### config.mk
export PLATFORM = sky130hd
export DESIGN_NAME = robank_top
export DESIGN_NICKNAME = d
export VERILOG_FILES = /design/src/hw/robank_pkg.sv /design/src/hw/robank_top.sv
export SDC_FILE = /design/constraint.sdc
export NUM_CORES = 1
export LEC_CHECK = 0
export ABC_AREA = 1
export BUFFER_PORTS_ARGS = -buffer_cell sky130_fd_sc_hd__buf_2
export CAP_MARGIN = 10
export CORE_MARGIN = 1.5
export CORE_UTILIZATION = 63
export DETAILED_ROUTE_END_ITERATION = 10
export PLACE_DENSITY = 0.9
export RECOVER_POWER = 50
export REMOVE_ABC_BUFFERS = 1
export SLEW_MARGIN = 20
export SYNTH_ARGS = -nofsm -noshare
export SYNTH_HDL_FRONTEND = slang
export SYNTH_SLANG_ARGS = --single-unit
### constraint.sdc
create_clock -name clk_sys -period 3.7 [get_ports clk_sys]
set_clock_uncertainty 0.05 [all_clocks]
set_input_delay 0.555 -clock clk_sys [delete_from_list [all_inputs] [get_ports clk_sys]]
set_output_delay 0.555 -clock clk_sys [all_outputs]
set_load 0.05 [all_outputs]
### src/hw/robank_pkg.sv
// Purpose: Constants for the remote object register bank
// Assumes: 125 MHz system clock, 7-bit objects, 4-bit object address
// Notes:   Object offsets are the printed object addresses
package robank_pkg;
	localparam int          CLK_HZ           = 125_000_000;
	localparam int          UNLOCK_HOLD_MS   = 2000;
	localparam int          UNLOCK_CYCLES    = (CLK_HZ / 1000) * UNLOCK_HOLD_MS;
	localparam int          OBJ_W            = 7;
	localparam logic [3:0]  OFS_STATUS       = 4'h0;
	localparam logic [3:0]  OFS_DUAL_SW      = 4'h1;
	localparam logic [3:0]  OFS_ATTEN_A      = 4'h2;
	localparam logic [3:0]  OFS_CHAN_A_SW    = 4'h3;
	localparam logic [3:0]  OFS_ATTEN_B      = 4'h4;
	localparam logic [3:0]  OFS_CHAN_B_SW    = 4'h5;
	localparam logic [3:0]  OFS_DLY_COARSE_A = 4'h6;
	localparam logic [3:0]  OFS_DLY_FINE_A   = 4'h7;
	localparam logic [3:0]  OFS_ERRORS       = 4'h8;
	localparam logic [3:0]  OFS_DLY_COARSE_B = 4'h9;
	localparam logic [3:0]  OFS_OUT_PILOT    = 4'hA;
	localparam logic [3:0]  OFS_DLY_FINE_B   = 4'hB;
	localparam logic [3:0]  OFS_IND_A        = 4'hC;
	localparam logic [3:0]  OFS_HEADROOM_A   = 4'hD;
	localparam logic [3:0]  OFS_IND_B        = 4'hE;
	localparam logic [3:0]  OFS_HEADROOM_B   = 4'hF;
	// Status object fields
	localparam int          ST_POWER_ON      = 0;
	localparam int          ST_POWER_GOOD    = 1;
	localparam int          ST_LOCK_ACTIVE   = 2;
	localparam int          ST_LOCK_CMD      = 3;
	localparam int          ST_REMOTE_SW     = 4;
	localparam int          ST_GEN_ERROR     = 5;
	localparam logic [6:0]  ST_WR_MASK       = 7'h09;
	localparam logic [6:0]  CHAN_SW_MASK     = 7'h6F;
	localparam logic [6:0]  IND_MASK         = 7'h77;
	localparam logic [6:0]  ERR_MASK         = 7'h35;
	localparam logic [6:0]  PILOT_RD_MASK    = 7'h01;
	localparam logic [6:0]  PILOT_WR_MASK    = 7'h7C;
	localparam logic [6:0]  COARSE_MAX       = 7'h16;
	localparam logic [6:0]  FINE_MAX         = 7'h7F;
	localparam logic [6:0]  ATTEN_RESET      = 7'h00;
	localparam logic [6:0]  OBJ_RESET        = 7'h00;
	localparam logic [1:0]  MODE_SIMPLE      = 2'h0;
	localparam logic [1:0]  MODE_SWITCHING   = 2'h1;
	localparam logic [1:0]  MODE_FULL        = 2'h2;
	typedef enum logic [1:0] {
		ROBANK_BOOT   = 2'b00,
		ROBANK_RUN    = 2'b01,
		ROBANK_RESET  = 2'b11,
		ROBANK_HALT   = 2'b10
	} robank_state_t;
endpackage : robank_pkg

### src/hw/robank_top.sv
// Purpose: Remote object register bank of an amplifier controller, first channel only
// Assumes: One clock, synchronous active-low reset acting as power-on reset
// Notes:   Objects of the second channel read as zero and ignore writes
//
// Function
// - Serve common and first-channel objects only
// - Attenuation: 7-bit half-decibel code
// - Coarse delay 10 ms steps, max 22
// - Unlock after two-second continuous encoder hold
// - Standby and password indications, not errors
// - Button held at power-up gives factory reset
// - Reset keeps node identifier only if saved
// - After factory reset, halt until power cycle
// - Simple mode: 18-28 V input switches on
// - Simple mode: fault output on any error flag inside ERR_MASK
// - Switching mode: bridge power loss forces standby
// - Full mode: bridge power loss keeps state
// - Both connectors logically identical, paralleled
// - Run start input unused; lock applies on the status write that commands it
`timescale 1ns/1ps
`default_nettype none
module robank_top
	import robank_pkg::*;
(
	input  wire logic       clk_sys,
	input  wire logic       rst_n,
	input  wire logic       obj_wr,
	input  wire logic       obj_rd,
	input  wire logic [3:0] obj_addr,
	input  wire logic [6:0] obj_wdata,
	output logic      [6:0] obj_rdata,
	input  wire logic       run_start,
	input  wire logic [1:0] remote_mode,
	input  wire logic       ctrl_voltage_ok_a,
	input  wire logic       ctrl_voltage_ok_b,
	input  wire logic       bridge_power_ok,
	input  wire logic       encoder_pressed,
	input  wire logic       mute_power_button,
	input  wire logic       password_enabled,
	input  wire logic       can_id_saved,
	input  wire logic       power_good_flag,
	input  wire logic [6:0] error_inputs,
	input  wire logic       signal_present_a,
	input  wire logic [6:0] headroom_a,
	output logic            power_on_out,
	output logic            fault_out,
	output logic            show_standby,
	output logic            show_unlock,
	output logic            show_password,
	output logic            show_reset_screen,
	output logic            keep_can_id,
	output logic            wipe_config
);
	// Two-flop synchronisers for every used pin input except remote_mode
	logic [8:0] pin_s1_reg;
	logic [8:0] pin_s2_reg;
	logic [8:0] pins_raw;
	assign pins_raw = {ctrl_voltage_ok_a, ctrl_voltage_ok_b, bridge_power_ok, encoder_pressed,
		mute_power_button, password_enabled, can_id_saved, power_good_flag,
		signal_present_a};
	always_ff @(posedge clk_sys) begin
		if (!rst_n) begin
			pin_s1_reg <= '0;
			pin_s2_reg <= '0;
		end else begin
			pin_s1_reg <= pins_raw;
			pin_s2_reg <= pin_s1_reg;
		end
	end
	logic volt_a, volt_b, bridge_ok, enc_s, btn_s, pwd_s, saved_s, pgood_s, isp_s, any_err;
	assign volt_a  = pin_s2_reg[8];
	assign volt_b  = pin_s2_reg[7];
	assign bridge_ok = pin_s2_reg[6];
	assign enc_s   = pin_s2_reg[5];
	assign btn_s   = pin_s2_reg[4];
	assign pwd_s   = pin_s2_reg[3];
	assign saved_s = pin_s2_reg[2];
	assign pgood_s = pin_s2_reg[1];
	assign isp_s   = pin_s2_reg[0];
	logic [6:0] err_s1_reg, err_s2_reg, hr_s1_reg, hr_s2_reg;
	always_ff @(posedge clk_sys) begin
		if (!rst_n) begin
			err_s1_reg <= '0;
			err_s2_reg <= '0;
			hr_s1_reg  <= '0;
			hr_s2_reg  <= '0;
		end else begin
			err_s1_reg <= error_inputs;
			err_s2_reg <= err_s1_reg;
			hr_s1_reg  <= headroom_a;
			hr_s2_reg  <= hr_s1_reg;
		end
	end
	// Only first-channel flags count; raw pins are never combined before the flops
	assign any_err = |(err_s2_reg & ERR_MASK);

	function automatic logic [6:0] robank_clamp(input logic [6:0] v, input logic [6:0] lim);
		robank_clamp = (v > lim) ? lim : v;
	endfunction : robank_clamp

	// Power-up sequencing state
	robank_state_t state_reg, state_next;
	logic          first_reg;
	logic          keep_reg, keep_next;
	always_comb begin
		state_next = state_reg;
		keep_next  = keep_reg;
		case (state_reg)
			ROBANK_BOOT: begin
				// Sample the button once synchroniser has settled
				if (first_reg) begin
					state_next = btn_s ? ROBANK_RESET : ROBANK_RUN;
				end
			end
			ROBANK_RUN: state_next = ROBANK_RUN;
			ROBANK_RESET: begin
				keep_next = saved_s;
				if (!btn_s)
					state_next = ROBANK_HALT;
			end
			ROBANK_HALT: state_next = ROBANK_HALT;
			default: state_next = ROBANK_BOOT;
		endcase
	end
	logic [1:0] boot_cnt_reg;
	always_ff @(posedge clk_sys) begin
		if (!rst_n) begin
			state_reg    <= ROBANK_BOOT;
			first_reg    <= 1'b0;
			keep_reg     <= 1'b0;
			boot_cnt_reg <= 2'h0;
		end else begin
			state_reg    <= state_next;
			keep_reg     <= keep_next;
			boot_cnt_reg <= (boot_cnt_reg == 2'h3) ? boot_cnt_reg : boot_cnt_reg + 2'h1;
			first_reg    <= (boot_cnt_reg == 2'h2);
		end
	end
	logic running;
	assign running = (state_reg == ROBANK_RUN);

	// Object storage, first channel and common only
	logic [6:0] pwr_cmd_reg, pwr_cmd_next;
	logic       lock_req_reg, lock_req_next;
	logic       lock_act_reg, lock_act_next;
	logic [6:0] dual_reg, dual_next;
	logic [6:0] att_reg, att_next;
	logic [6:0] chsw_reg, chsw_next;
	logic [6:0] crs_reg, crs_next;
	logic [6:0] fine_reg, fine_next;
	logic [6:0] pilot_reg, pilot_next;
	logic [6:0] ind_reg, ind_next;
	logic [31:0] hold_cnt_reg, hold_cnt_next;
	logic       wr_ok;
	assign wr_ok = obj_wr && running;
	always_comb begin
		pwr_cmd_next  = pwr_cmd_reg;
		lock_req_next = lock_req_reg;
		lock_act_next = lock_act_reg;
		dual_next     = dual_reg;
		att_next      = att_reg;
		chsw_next     = chsw_reg;
		crs_next      = crs_reg;
		fine_next     = fine_reg;
		pilot_next    = pilot_reg;
		ind_next      = ind_reg;
		hold_cnt_next = '0;
		// Unlock is decided first so a lock write in the same cycle wins
		if (lock_act_reg && enc_s) begin
			hold_cnt_next = hold_cnt_reg + 32'h1;
			if (hold_cnt_reg >= 32'(UNLOCK_CYCLES - 1)) begin
				lock_act_next  = 1'b0;
				lock_req_next  = 1'b0;
				hold_cnt_next  = '0;
			end
		end
		if (wr_ok) begin
			case (obj_addr)
				OFS_STATUS: begin
					pwr_cmd_next  = {6'h00, obj_wdata[ST_POWER_ON]};
					lock_req_next = obj_wdata[ST_LOCK_CMD];
				end
				OFS_DUAL_SW:      dual_next  = obj_wdata;
				OFS_ATTEN_A:      att_next   = obj_wdata;
				OFS_CHAN_A_SW:    chsw_next  = obj_wdata & CHAN_SW_MASK;
				OFS_DLY_COARSE_A: crs_next   = robank_clamp(obj_wdata, COARSE_MAX);
				OFS_DLY_FINE_A:   fine_next  = robank_clamp(obj_wdata, FINE_MAX);
				OFS_OUT_PILOT:    pilot_next = obj_wdata & PILOT_WR_MASK;
				OFS_IND_A:        ind_next   = obj_wdata & IND_MASK;
				default: ;
			endcase
		end
		// Lock sets on any status write with the lock bit set; writing it clear does not unlock
		if (wr_ok && obj_addr == OFS_STATUS && obj_wdata[ST_LOCK_CMD])
			lock_act_next = 1'b1;
	end
	always_ff @(posedge clk_sys) begin
		if (!rst_n) begin
			pwr_cmd_reg  <= OBJ_RESET;
			lock_req_reg <= 1'b0;
			lock_act_reg <= 1'b0;
			dual_reg     <= OBJ_RESET;
			att_reg      <= ATTEN_RESET;
			chsw_reg     <= OBJ_RESET;
			crs_reg      <= OBJ_RESET;
			fine_reg     <= OBJ_RESET;
			pilot_reg    <= OBJ_RESET;
			ind_reg      <= OBJ_RESET;
			hold_cnt_reg <= '0;
		end else begin
			pwr_cmd_reg  <= pwr_cmd_next;
			lock_req_reg <= lock_req_next;
			lock_act_reg <= lock_act_next;
			dual_reg     <= dual_next;
			att_reg      <= att_next;
			chsw_reg     <= chsw_next;
			crs_reg      <= crs_next;
			fine_reg     <= fine_next;
			pilot_reg    <= pilot_next;
			ind_reg      <= ind_next;
			hold_cnt_reg <= hold_cnt_next;
		end
	end

	// Power decision per remote mode; connectors paralleled so either carries voltage
	logic volt_any, on_next;
	assign volt_any = volt_a | volt_b;
	always_comb begin
		on_next = 1'b0;
		case (remote_mode)
			MODE_SIMPLE:    on_next = volt_any;
			MODE_SWITCHING: on_next = bridge_ok && pwr_cmd_reg[0];
			MODE_FULL:      on_next = pwr_cmd_reg[0];
			default:        on_next = 1'b0;
		endcase
		if (!running)
			on_next = 1'b0;
	end

	logic [6:0] status_rd, rdata_next;
	assign status_rd = {1'b0, any_err, remote_mode != MODE_SIMPLE, lock_req_reg,
		lock_act_reg, pgood_s, power_on_out};
	always_comb begin
		rdata_next = obj_rdata;
		if (obj_rd) begin
			case (obj_addr)
				OFS_STATUS:       rdata_next = status_rd;
				OFS_DUAL_SW:      rdata_next = dual_reg;
				OFS_ATTEN_A:      rdata_next = att_reg;
				OFS_CHAN_A_SW:    rdata_next = chsw_reg;
				OFS_DLY_COARSE_A: rdata_next = crs_reg;
				OFS_DLY_FINE_A:   rdata_next = fine_reg;
				OFS_ERRORS:       rdata_next = err_s2_reg & ERR_MASK;
				OFS_OUT_PILOT:    rdata_next = {6'h00, isp_s} & PILOT_RD_MASK;
				OFS_IND_A:        rdata_next = ind_reg;
				OFS_HEADROOM_A:   rdata_next = hr_s2_reg;
				default:          rdata_next = 7'h00;
			endcase
		end
	end
	always_ff @(posedge clk_sys) begin
		if (!rst_n) begin
			obj_rdata         <= 7'h00;
			power_on_out      <= 1'b0;
			fault_out         <= 1'b0;
			show_standby      <= 1'b0;
			show_unlock       <= 1'b0;
			show_password     <= 1'b0;
			show_reset_screen <= 1'b0;
			keep_can_id       <= 1'b0;
			wipe_config       <= 1'b0;
		end else begin
			obj_rdata         <= rdata_next;
			power_on_out      <= on_next;
			fault_out         <= any_err && remote_mode == MODE_SIMPLE;
			show_standby      <= running && !on_next;
			show_unlock       <= lock_act_reg;
			show_password     <= pwd_s;
			show_reset_screen <= (state_reg == ROBANK_HALT);
			keep_can_id       <= keep_reg;
			wipe_config       <= (state_reg == ROBANK_RESET);
		end
	end

	a_unlock_hold: assert property (@(posedge clk_sys) disable iff (!rst_n)
		$fell(lock_act_reg) |-> $past(hold_cnt_reg) == 32'(UNLOCK_CYCLES - 1))
		else $error("unlock without full hold");
	a_coarse_limit: assert property (@(posedge clk_sys) disable iff (!rst_n)
		crs_reg <= COARSE_MAX)
		else $error("coarse delay above limit");
	a_halt_off: assert property (@(posedge clk_sys) disable iff (!rst_n)
		state_reg == ROBANK_HALT |=> ##1 !power_on_out)
		else $error("powered after factory reset");
	a_fault_simple: assert property (@(posedge clk_sys) disable iff (!rst_n)
		(any_err && remote_mode == MODE_SIMPLE) |=> fault_out)
		else $error("fault output missed");
	a_bridge_loss: assert property (@(posedge clk_sys) disable iff (!rst_n)
		(!bridge_ok && remote_mode == MODE_SWITCHING) |=> !power_on_out)
		else $error("on despite bridge loss");
	a_full_keep: assert property (@(posedge clk_sys) disable iff (!rst_n)
		(running && remote_mode == MODE_FULL && pwr_cmd_reg[0]) |=> power_on_out)
		else $error("full mode dropped power");
	a_reserved_zero: assert property (@(posedge clk_sys) disable iff (!rst_n)
		(chsw_reg & ~CHAN_SW_MASK) == 7'h00)
		else $error("reserved bit stored");
	a_chan_b_zero: assert property (@(posedge clk_sys) disable iff (!rst_n)
		(obj_rd && obj_addr == OFS_ATTEN_B) |=> obj_rdata == 7'h00)
		else $error("second channel answered");
	a_simple_on: assert property (@(posedge clk_sys) disable iff (!rst_n)
		(running && remote_mode == MODE_SIMPLE && volt_any) |=> power_on_out)
		else $error("voltage did not switch on");
	a_lock_cmd: assert property (@(posedge clk_sys) disable iff (!rst_n)
		(wr_ok && obj_addr == OFS_STATUS && obj_wdata[ST_LOCK_CMD]) |=> lock_act_reg)
		else $error("lock command ignored");
endmodule : robank_top
`default_nettype wire

== Yosys cells after proc, flatten, opt, wreduce, memory -nomap -nowiden ==
Cells that the tools add are included.
Word-level totals
  bits of input ports: 41
  register bits after elaboration: 140
  output and inout bits: 15
  logic and storage cells: 96
Operators by class
  multiplexer cells: 16
  equality and inequality tests: 18
  $add $sub $neg: 2
  bitwise operators: 3
  reductions and logical operators: 25
  order comparisons: 3
Operators by type and width (count)
  7-bit one-hot mux with 10 select lines: 1
  32-bit by 1-bit adder with 32-bit output (second input constant): 1
  32-bit by 28-bit greater-or-equal comparator with 1-bit output (second input constant): 1
  2-bit AND reduction: 9
  4-bit equality test (second input constant): 4
  7-bit two-way mux: 2
  2-bit equality test (second input constant): 5
  4-bit by 2-bit equality test with 1-bit output (second input constant): 2
  4-bit by 3-bit equality test with 1-bit output (second input constant): 2
  1-bit two-way mux: 8
  2-bit one-hot mux with 4 select lines: 1
  7-bit by 5-bit > comparator with 1-bit output (second input constant): 1
  7-bit > comparator (second input constant): 1
  1-bit logical AND: 7
  2-bit two-way mux: 3
  2-bit nonzero test: 3
  2-bit by 1-bit equality test with 1-bit output (second input constant): 2
  4-bit by 1-bit equality test with 1-bit output (second input constant): 1
  2-bit logical NOT: 2
  4-bit logical NOT: 1
  2-bit inequality test (second input constant): 2
  4-bit OR reduction: 1
  1-bit one-hot mux with 3 select lines: 1
  3-bit OR reduction: 1
  4 further kinds: 5

== Depth between registers and ports, before layout ==
Gate-level depths: netlist (run 1).
  depth in word-level cells: 6
  mapped depth: 12
  depth with buffers taken out: 12

== Worst setup path after synthesis (run 1) ==
No wires, ideal clock.
  path kind: in2reg
  start: input obj_addr[0]
  end: register att_reg[4]
  library setup time: 0.122 ns
  arrival time: 1.388 ns
  buffers on the path: 2
  slack: 2.140 ns
  data required time: 3.528 ns
  stages: 9
  cells stage by stage: buf_2 -> inv_1 -> nand2_2 -> inv_2 -> nand2_1 -> nor2_2 -> buf_4 -> o21ai_0 -> a21oi_1
Between the ends
  word-level cells in the longest chain between the ends: 2
RTL lines
  start: declaration: line robank_top.sv:29  | input wire logic [3:0] obj_addr,
  4-bit by 2-bit equality test with 1-bit output: line robank_top.sv:178  | case (obj_addr)
  2-bit AND reduction (no line)
  end signal: assignment: line robank_top.sv:215  | att_reg <= att_next;
  end: declaration: line robank_top.sv:147  | logic [6:0] att_reg, att_next;
No other way between the ends.
A chain may end at the register's enable or synchronous reset.

== Worst setup path after layout (run 1) ==
  start: register state_reg[0]
  end: register fine_reg[0]
Between the ends
  word-level cells in the longest chain between the ends: 3
RTL lines
  start: declaration: line robank_top.sv:102  | robank_state_t state_reg, state_next;
  start signal: assignment: line robank_top.sv:133  | state_reg <= state_next;
  2-bit by 1-bit equality test with 1-bit output: line robank_top.sv:140  | assign running = (state_reg == ROBANK_RUN);
  1-bit logical AND: line robank_top.sv:155  | assign wr_ok = obj_wr && running;
  2-bit AND reduction (no line)
  end signal: assignment: line robank_top.sv:218  | fine_reg <= fine_next;
  end: declaration: line robank_top.sv:150  | logic [6:0] fine_reg, fine_next;
No other way between the ends.

==> reports/results.tsv, run 1 <==
stage	metric	value	unit
status	outcome	finished with violations	
status	failing checks	capacitance limit, slew limit	
power	Power, Total	3130	uW
yosys	#FFs+latches synth	136	
floorplanning	DIE AREA	9450	um^2
routing	Vias	5101	
floorplanning	Chip Height	97.2	um
routing	routed length per instance	14.0	um
setup_path	Worst Path Required	4.05	ns
floorplanning	IO Count	56	
yosys	synth warn	0	
global_route	first-pass GRT wire length	22200	um
floorplanning	effective utilization at floorplan	0.644	
timing	setup TNS	0	ns
routing	Initial DRC Count	322	
setup_path	critical path arrival	2.73	ns
power	sequential fraction of design power	0.484	
clock_network	CTS Buffer Depth	2	
final_layout	Filler cells	671	
yosys	Synth top area share	0.487	
yosys	unique cell type count in the Yosys netlist	38	
floorplanning	Core Region	8680	um^2
setup_path	Worst setup EP type	register	
power	Clock Power Share	0.473	
timing	final hold violation count	0	
final_layout	max FFs per register	32	
setup_path	Worst Setup Start Kind	register	
yosys	average size of a mapped cell	7.30	um^2
timing	Setup-failing EPs final	0	
timing	RSZ-0062 raised after global routing	false	
placement	Final HPWL DP	8800	um
final_layout	share of cells above drive strength 1	0.131	
routing	DRT antenna net count	0	
power	switching fraction of total power	0.236	
floorplanning	Rows	34	
power	Max VDD drop	0.367	mV
clock_network	CTS Root Cell	clkbuf_8	
yosys	sequential element share of the synthesized area	0.487	
clock_network	cts hold-fix bufs	0	
final_layout	Total Nets Final	864	
yosys	most frequent cell after synthesis	nand2_1	
setup_path	WS Path Type	register to register	
yosys	largest cells by area after synthesis	dfxtp_1 49%, nand2_1 14%, inv_1 6.6%, nor2_1 5.6%, a21oi_1 5.1%	
yosys	number of synthesized flops with an enable pin	0	
power	Pwr per Cell Area	489	nW/um^2
routing	Residual DRC	0	
power	LEAKAGE	0.00294	uW
clock_network	# H-tree levels	4	
yosys	Syn Std Cell Area	5590	um^2
timing	slew margin rel.	-0.0522	
clock_network	TritonCTS Buffers	17	
final_layout	Diodes inserted	0	
routing	Pre-antenna DRT Iters	5	
setup_path	worst-path fanout max	12	
timing	Max Slew Vio Count	91	
floorplanning	Die X	97.2	um
global_route	Tot GR Track Use	0.292	
global_route	largest net degree at the start of global routing	91	
min_path	Hold Crit Class	input port to register	
clock_network	Clk pin slew, worst setup/hold paths	0.06	ns
timing	Tightest Pin Transition	1.58	ns
clock_network	post-CTS repair timing setup buffer count	0	
clock_network	clock latency at the later pin of the worst-skew pair	0.52	ns
yosys	async set or reset register ratio after synthesis	0	
yosys	Primary FF master, synth	dfxtp_1	
yosys	top post-synthesis cells by count	207 x nand2_1, 136 x dfxtp_1, 99 x inv_1, 84 x nor2_1, 57 x a21oi_1	
timing	final cycle utilization of the critical path	0.642	
global_route	initial antenna violation count	0	
routing	DRT Wirelength	13200	um
clock_network	CTS Sinks	136	
yosys	area leader, netlist	dfxtp_1	
power	Psw	737	uW
final_layout	Syn-to-layout area delta	14.4	%
yosys	cell count after synthesis	766	
clock_network	CTS tree	built	
global_route	number of global-route vias before repair	4950	
power	Int Power	2390	uW
global_route	Overflow after GRT	0	
placement	I/O Buffers	51	
routing	via/cell ratio	5.43	
job	Max Cap Viol	1	
timing	post-layout min period	2.38	ns
power	Comb pwr share	0.043	
clock_network	post-cts sizing count	0	
placement	RePlAce Congestion	0.895	
timing	FMAX	421	MHz
## worst max-delay path, stage by stage (launching register included)
cell and delay, ns:
dfxtp_1 0.38, inv_1 0.06, nor2_1 0.35, nand2_2 0.23, nor2_1 0.68, inv_1 0.20, o21ai_0 0.21, a21oi_1 0.09
## area by class of cell
class	count	area, um^2	share of cell area
Clock buffer	19	442	0.0691
Clock inverter	12	80.1	0.0125
Inverter	107	402	0.0628
Multi-Input combinational cell	506	2360	0.369
Sequential cell	136	2720	0.426
Tap cell	108	135	0.0211
Timing Repair Buffer	52	253	0.0395
## worst paths after layout
| path | from | endpoint | slack [ns] | cells after the start |
|---|---|---|---|---|
| hold / removal | headroom_a[6] | hr_s1_reg[6] | 0.16 | 3 |
| setup / recovery | state_reg[0] | fine_reg[0] | 1.32 | 7 |
| hold reg to reg | pin_s1_reg[8] | pin_s2_reg[8] | 0.36 | 2 |
| setup reg to reg | state_reg[0] | fine_reg[0] | 1.32 | 7 |
## per-stage QoR
stage,util,hold slack [ns],setup slack [ns],std cells,area [um^2]
floorplan,-,0.340,1.92,749,5490
global placement,0.679,0.342,1.53,909,5890
detailed placement,0.679,0.347,1.46,909,5890
CTS,0.739,0.155,1.59,940,6410
global route,0.737,0.152,1.14,940,6390
finish,0.737,0.162,1.32,940,6390
## power by group through the flow
stage / sequential (uW) / combinational (uW) / clock, uW
floorplan: 1550 / 62.6 / 0
global placement: 1540 / 125 / 0
detailed placement: 1540 / 132 / 0
CTS: 1510 / 134 / 1480
global route: 1510 / 152 / 1540
finish: 1510 / 135 / 1480
## cell usage in the layout (no fill, tap or decap), types with 13 or more instances in the layout
| cell | n |
|---|---|
| nor2_1 | 88 |
| o21ai_1 | 21 |
| inv_1 | 99 |
| buf_2 | 45 |
| nand2_1 | 207 |
| o21ai_0 | 30 |
| nand3_1 | 24 |
| a21oi_1 | 57 |
| nor3_1 | 13 |
| clkbuf_16 | 16 |
| dfxtp_1 | 136 |
## metal layers
layer / part of all wire / global-route usage
met1: 0.40 / 0.331
met2: 0.50 / 0.512
met3: 0.067 / 0.0763
met4: 0.035 / 0.133
met5: 0 / 0
## logic make-up (layout without fill, tap and decap cells)
family | count (synthesis) | after routing | share of synthesized area
and+or+nand+nor | 373 | 373 | 0.292
DFF | 136 | 136 | 0.487
buffers and inverters | 127 | 190 | 0.0911
AOI/OAI and AO/OA | 115 | 115 | 0.106
xor gates and xnor gates | 11 | 11 | 0.0172
adders and majority gates | 3 | 3 | 0.00672
other | 1 | 4 | 0.000671
(Power assumes the default switching activity.)
==> run 2: changes to the inputs <==
- CORE_UTILIZATION: 63 -> 58
- PLACE_DENSITY: 0.9 -> 0.85
- clock period: 3.7 -> 2.4 ns (I/O delays scaled with it)
==> reports/results.tsv, run 2 (synthesized netlist as in run 1, its figures left out) <==
stage	metric	value	unit
power	Max VDD drop	0.965	mV
power	Power, Total	5200	uW
timing	Tightest Pin Transition	1.55	ns
clock_network	CTS Root Cell	clkbuf_8	
setup_path	Worst Setup Start Kind	register	
power	sequential fraction of design power	0.448	
final_layout	Diodes inserted	0	
routing	via/cell ratio	5.07	
final_layout	commonest non-fill, non-tap cell in the layout	nand2_1	
timing	slew margin rel.	-0.0343	
timing	RSZ-0062 raised after global routing	false	
routing	DRT antenna net count	0	
routing	Vias	4994	
power	switching fraction of total power	0.214	
job	Max Cap Viol	1	
setup_path	worst-path fanout max	12	
setup_path	r2r setup slk	0.38	ns
global_route	number of global-route vias before repair	4637	
timing	final hold violation count	0	
clock_network	Clk pin slew, worst setup/hold paths	0.06	ns
placement	RePlAce Congestion	0.930	
timing	Setup-failing EPs final	0	
min_path	HP Start	obj_wdata[3]	
clock_network	TritonCTS Buffers	17	
clock_network	CTS Sinks	136	
timing	FMAX	494	MHz
clock_network	clock latency at the later pin of the worst-skew pair	0.52	ns
final_layout	share of cells above drive strength 1	0.132	
clock_network	# H-tree levels	4	
routing	DRT Wirelength	12500	um
placement	I/O Buffers	51	
setup_path	critical path arrival	2.42	ns
placement	Placed Area	5940	um^2
placement	dpl cells	933	
final_layout	post-route design area	6740	um^2
global_route	initial antenna violation count	0	
clock_network	CTS tree	built	
status	failing checks	capacitance limit, slew limit	
floorplanning	effective utilization at floorplan	0.602	
timing	post-layout min period	2.02	ns
timing	final cycle utilization of the critical path	0.843	
floorplanning	Die X	101	um
setup_path	R2R cell count	6	
min_path	Cells on Worst Hold Path	3	
power	Int Power	4090	uW
final_layout	Final Core Density	0.726	
setup_path	Crit Reg-Reg Startpoint	state_reg[0]	
min_path	Hold Crit Class	input port to register	
status	outcome	finished with violations	
routing	Initial DRC Count	322	
final_layout	max FFs per register	32	
routing	Residual DRC	0	
global_route	Tot GR Track Use	0.258	
final_layout	Filler cells	730	
timing	Max Slew Vio Count	91	
power	Clock Power Share	0.507	
global_route	largest net degree at the start of global routing	91	
setup_path	Worst setup EP type	register	
routing	routed length per instance	12.7	um
floorplanning	Chip Height	101	um
clock_network	CTS Buffer Depth	2	
power	LEAKAGE	0.00309	uW
power	Pwr per Cell Area	772	nW/um^2
setup_path	FF-to-FF End	crs_reg[1]	
floorplanning	IO Count	56	
final_layout	Syn-to-layout area delta	20.5	%
global_route	Overflow after GRT	0	
setup_path	WS Path Type	register to register	
routing	Pre-antenna DRT Iters	5	
min_path	Worst Hold Endpoint	crs_reg[3]	
placement	Final HPWL DP	8700	um
floorplanning	DIE AREA	10200	um^2
power	Psw	1110	uW
final_layout	Total Nets Final	887	
floorplanning	Rows	35	
final_layout	most frequent cells in the layout	207 x nand2_1, 136 x dfxtp_1, 100 x inv_1, 86 x nor2_1, 57 x a21oi_1	
global_route	first-pass GRT wire length	20400	um
power	Comb pwr share	0.045	
setup_path	Worst Path Required	2.79	ns
final_layout	non-filler cells, final	985	
timing	setup TNS	0	ns
floorplanning	Core Region	9280	um^2
-- run 2: changes by cell type in the layout (fill, tap and decap cells not counted), sizes merged --
cell,before,now
buf,45,47
bufinv,0,3
clkbuf,26,29
clkinv,7,5
clkinvlp,5,3
dlygate4sd3,0,20
-- run 2: worst max-delay path by stage --
stage	start	slack, ns	end	cells after the start
3_3_place_gp	state_reg[0]	0.69	crs_reg[1]	6
5_1_grt	state_reg[0]	0.22	crs_reg[1]	6
3_5_place_dp	state_reg[0]	0.59	crs_reg[1]	6
4_1_cts	state_reg[0]	0.58	crs_reg[1]	6
6_report	state_reg[0]	0.38	crs_reg[1]	6
2_1_floorplan	obj_addr[2]	0.82	dual_reg[0]	6
-- run 2: through the flow --
| stage | setup slack [ns] | hold WS [ns] |
|---|---|---|
| 3_5_place_dp | 0.595 | 0.348 |
| 4_1_cts | 0.578 | 0.0788 |
| 2_1_floorplan | 0.817 | 0.340 |
| 5_1_grt | 0.222 | 0.0851 |
| 3_3_place_gp | 0.687 | 0.342 |
| 6_report | 0.376 | 0.0962 |
-- run 2: final cells by class --
class / count / area [um^2] / area share
clock buffers: 21 / 469 / 0.0696
clock inverters: 11 / 145 / 0.0215
inverters: 107 / 402 / 0.0596
multi-input cells: 506 / 2360 / 0.351
flip-flops and latches: 136 / 2720 / 0.404
well taps: 129 / 161 / 0.0240
repair buffers: 75 / 474 / 0.0704
-- run 2: what timing repair did --
item / in CTS / in global routing
gates resized for setup: 0 / 0
hold buffers: 20 / 0
endpoints found under the hold margin: 20 / 0
setup buffers: 0 / 0
-- run 2: power groups by stage --
| stage | Combinational [uW] | Clock [uW] | Sequential, uW |
|---|---|---|---|
| floorplan | 96.5 | 0 | 2380 |
| global placement | 195 | 0 | 2380 |
| detailed placement | 205 | 0 | 2380 |
| CTS | 232 | 2670 | 2330 |
| global route | 258 | 2780 | 2340 |
| finish | 234 | 2640 | 2330 |
-- run 2: per-layer routing --
metal,part of all wire,track usage,wire [um],up-vias
met3,0.074,0.0732,930,22
met4,0.014,0.0919,180,0
li1,-,-,-,2544
met1,0.43,0.321,5390,2261
met5,0,0,0,-
met2,0.48,0.431,6000,167
-- run 2: critical path, cell delays in order, from the launching register on --
cell	delay, ns
dfxtp_1	0.38
inv_1	0.06
nor2_1	0.26
nand2_2	0.21
nor3_2	0.55
o21ai_0	0.19
a31oi_1	0.25
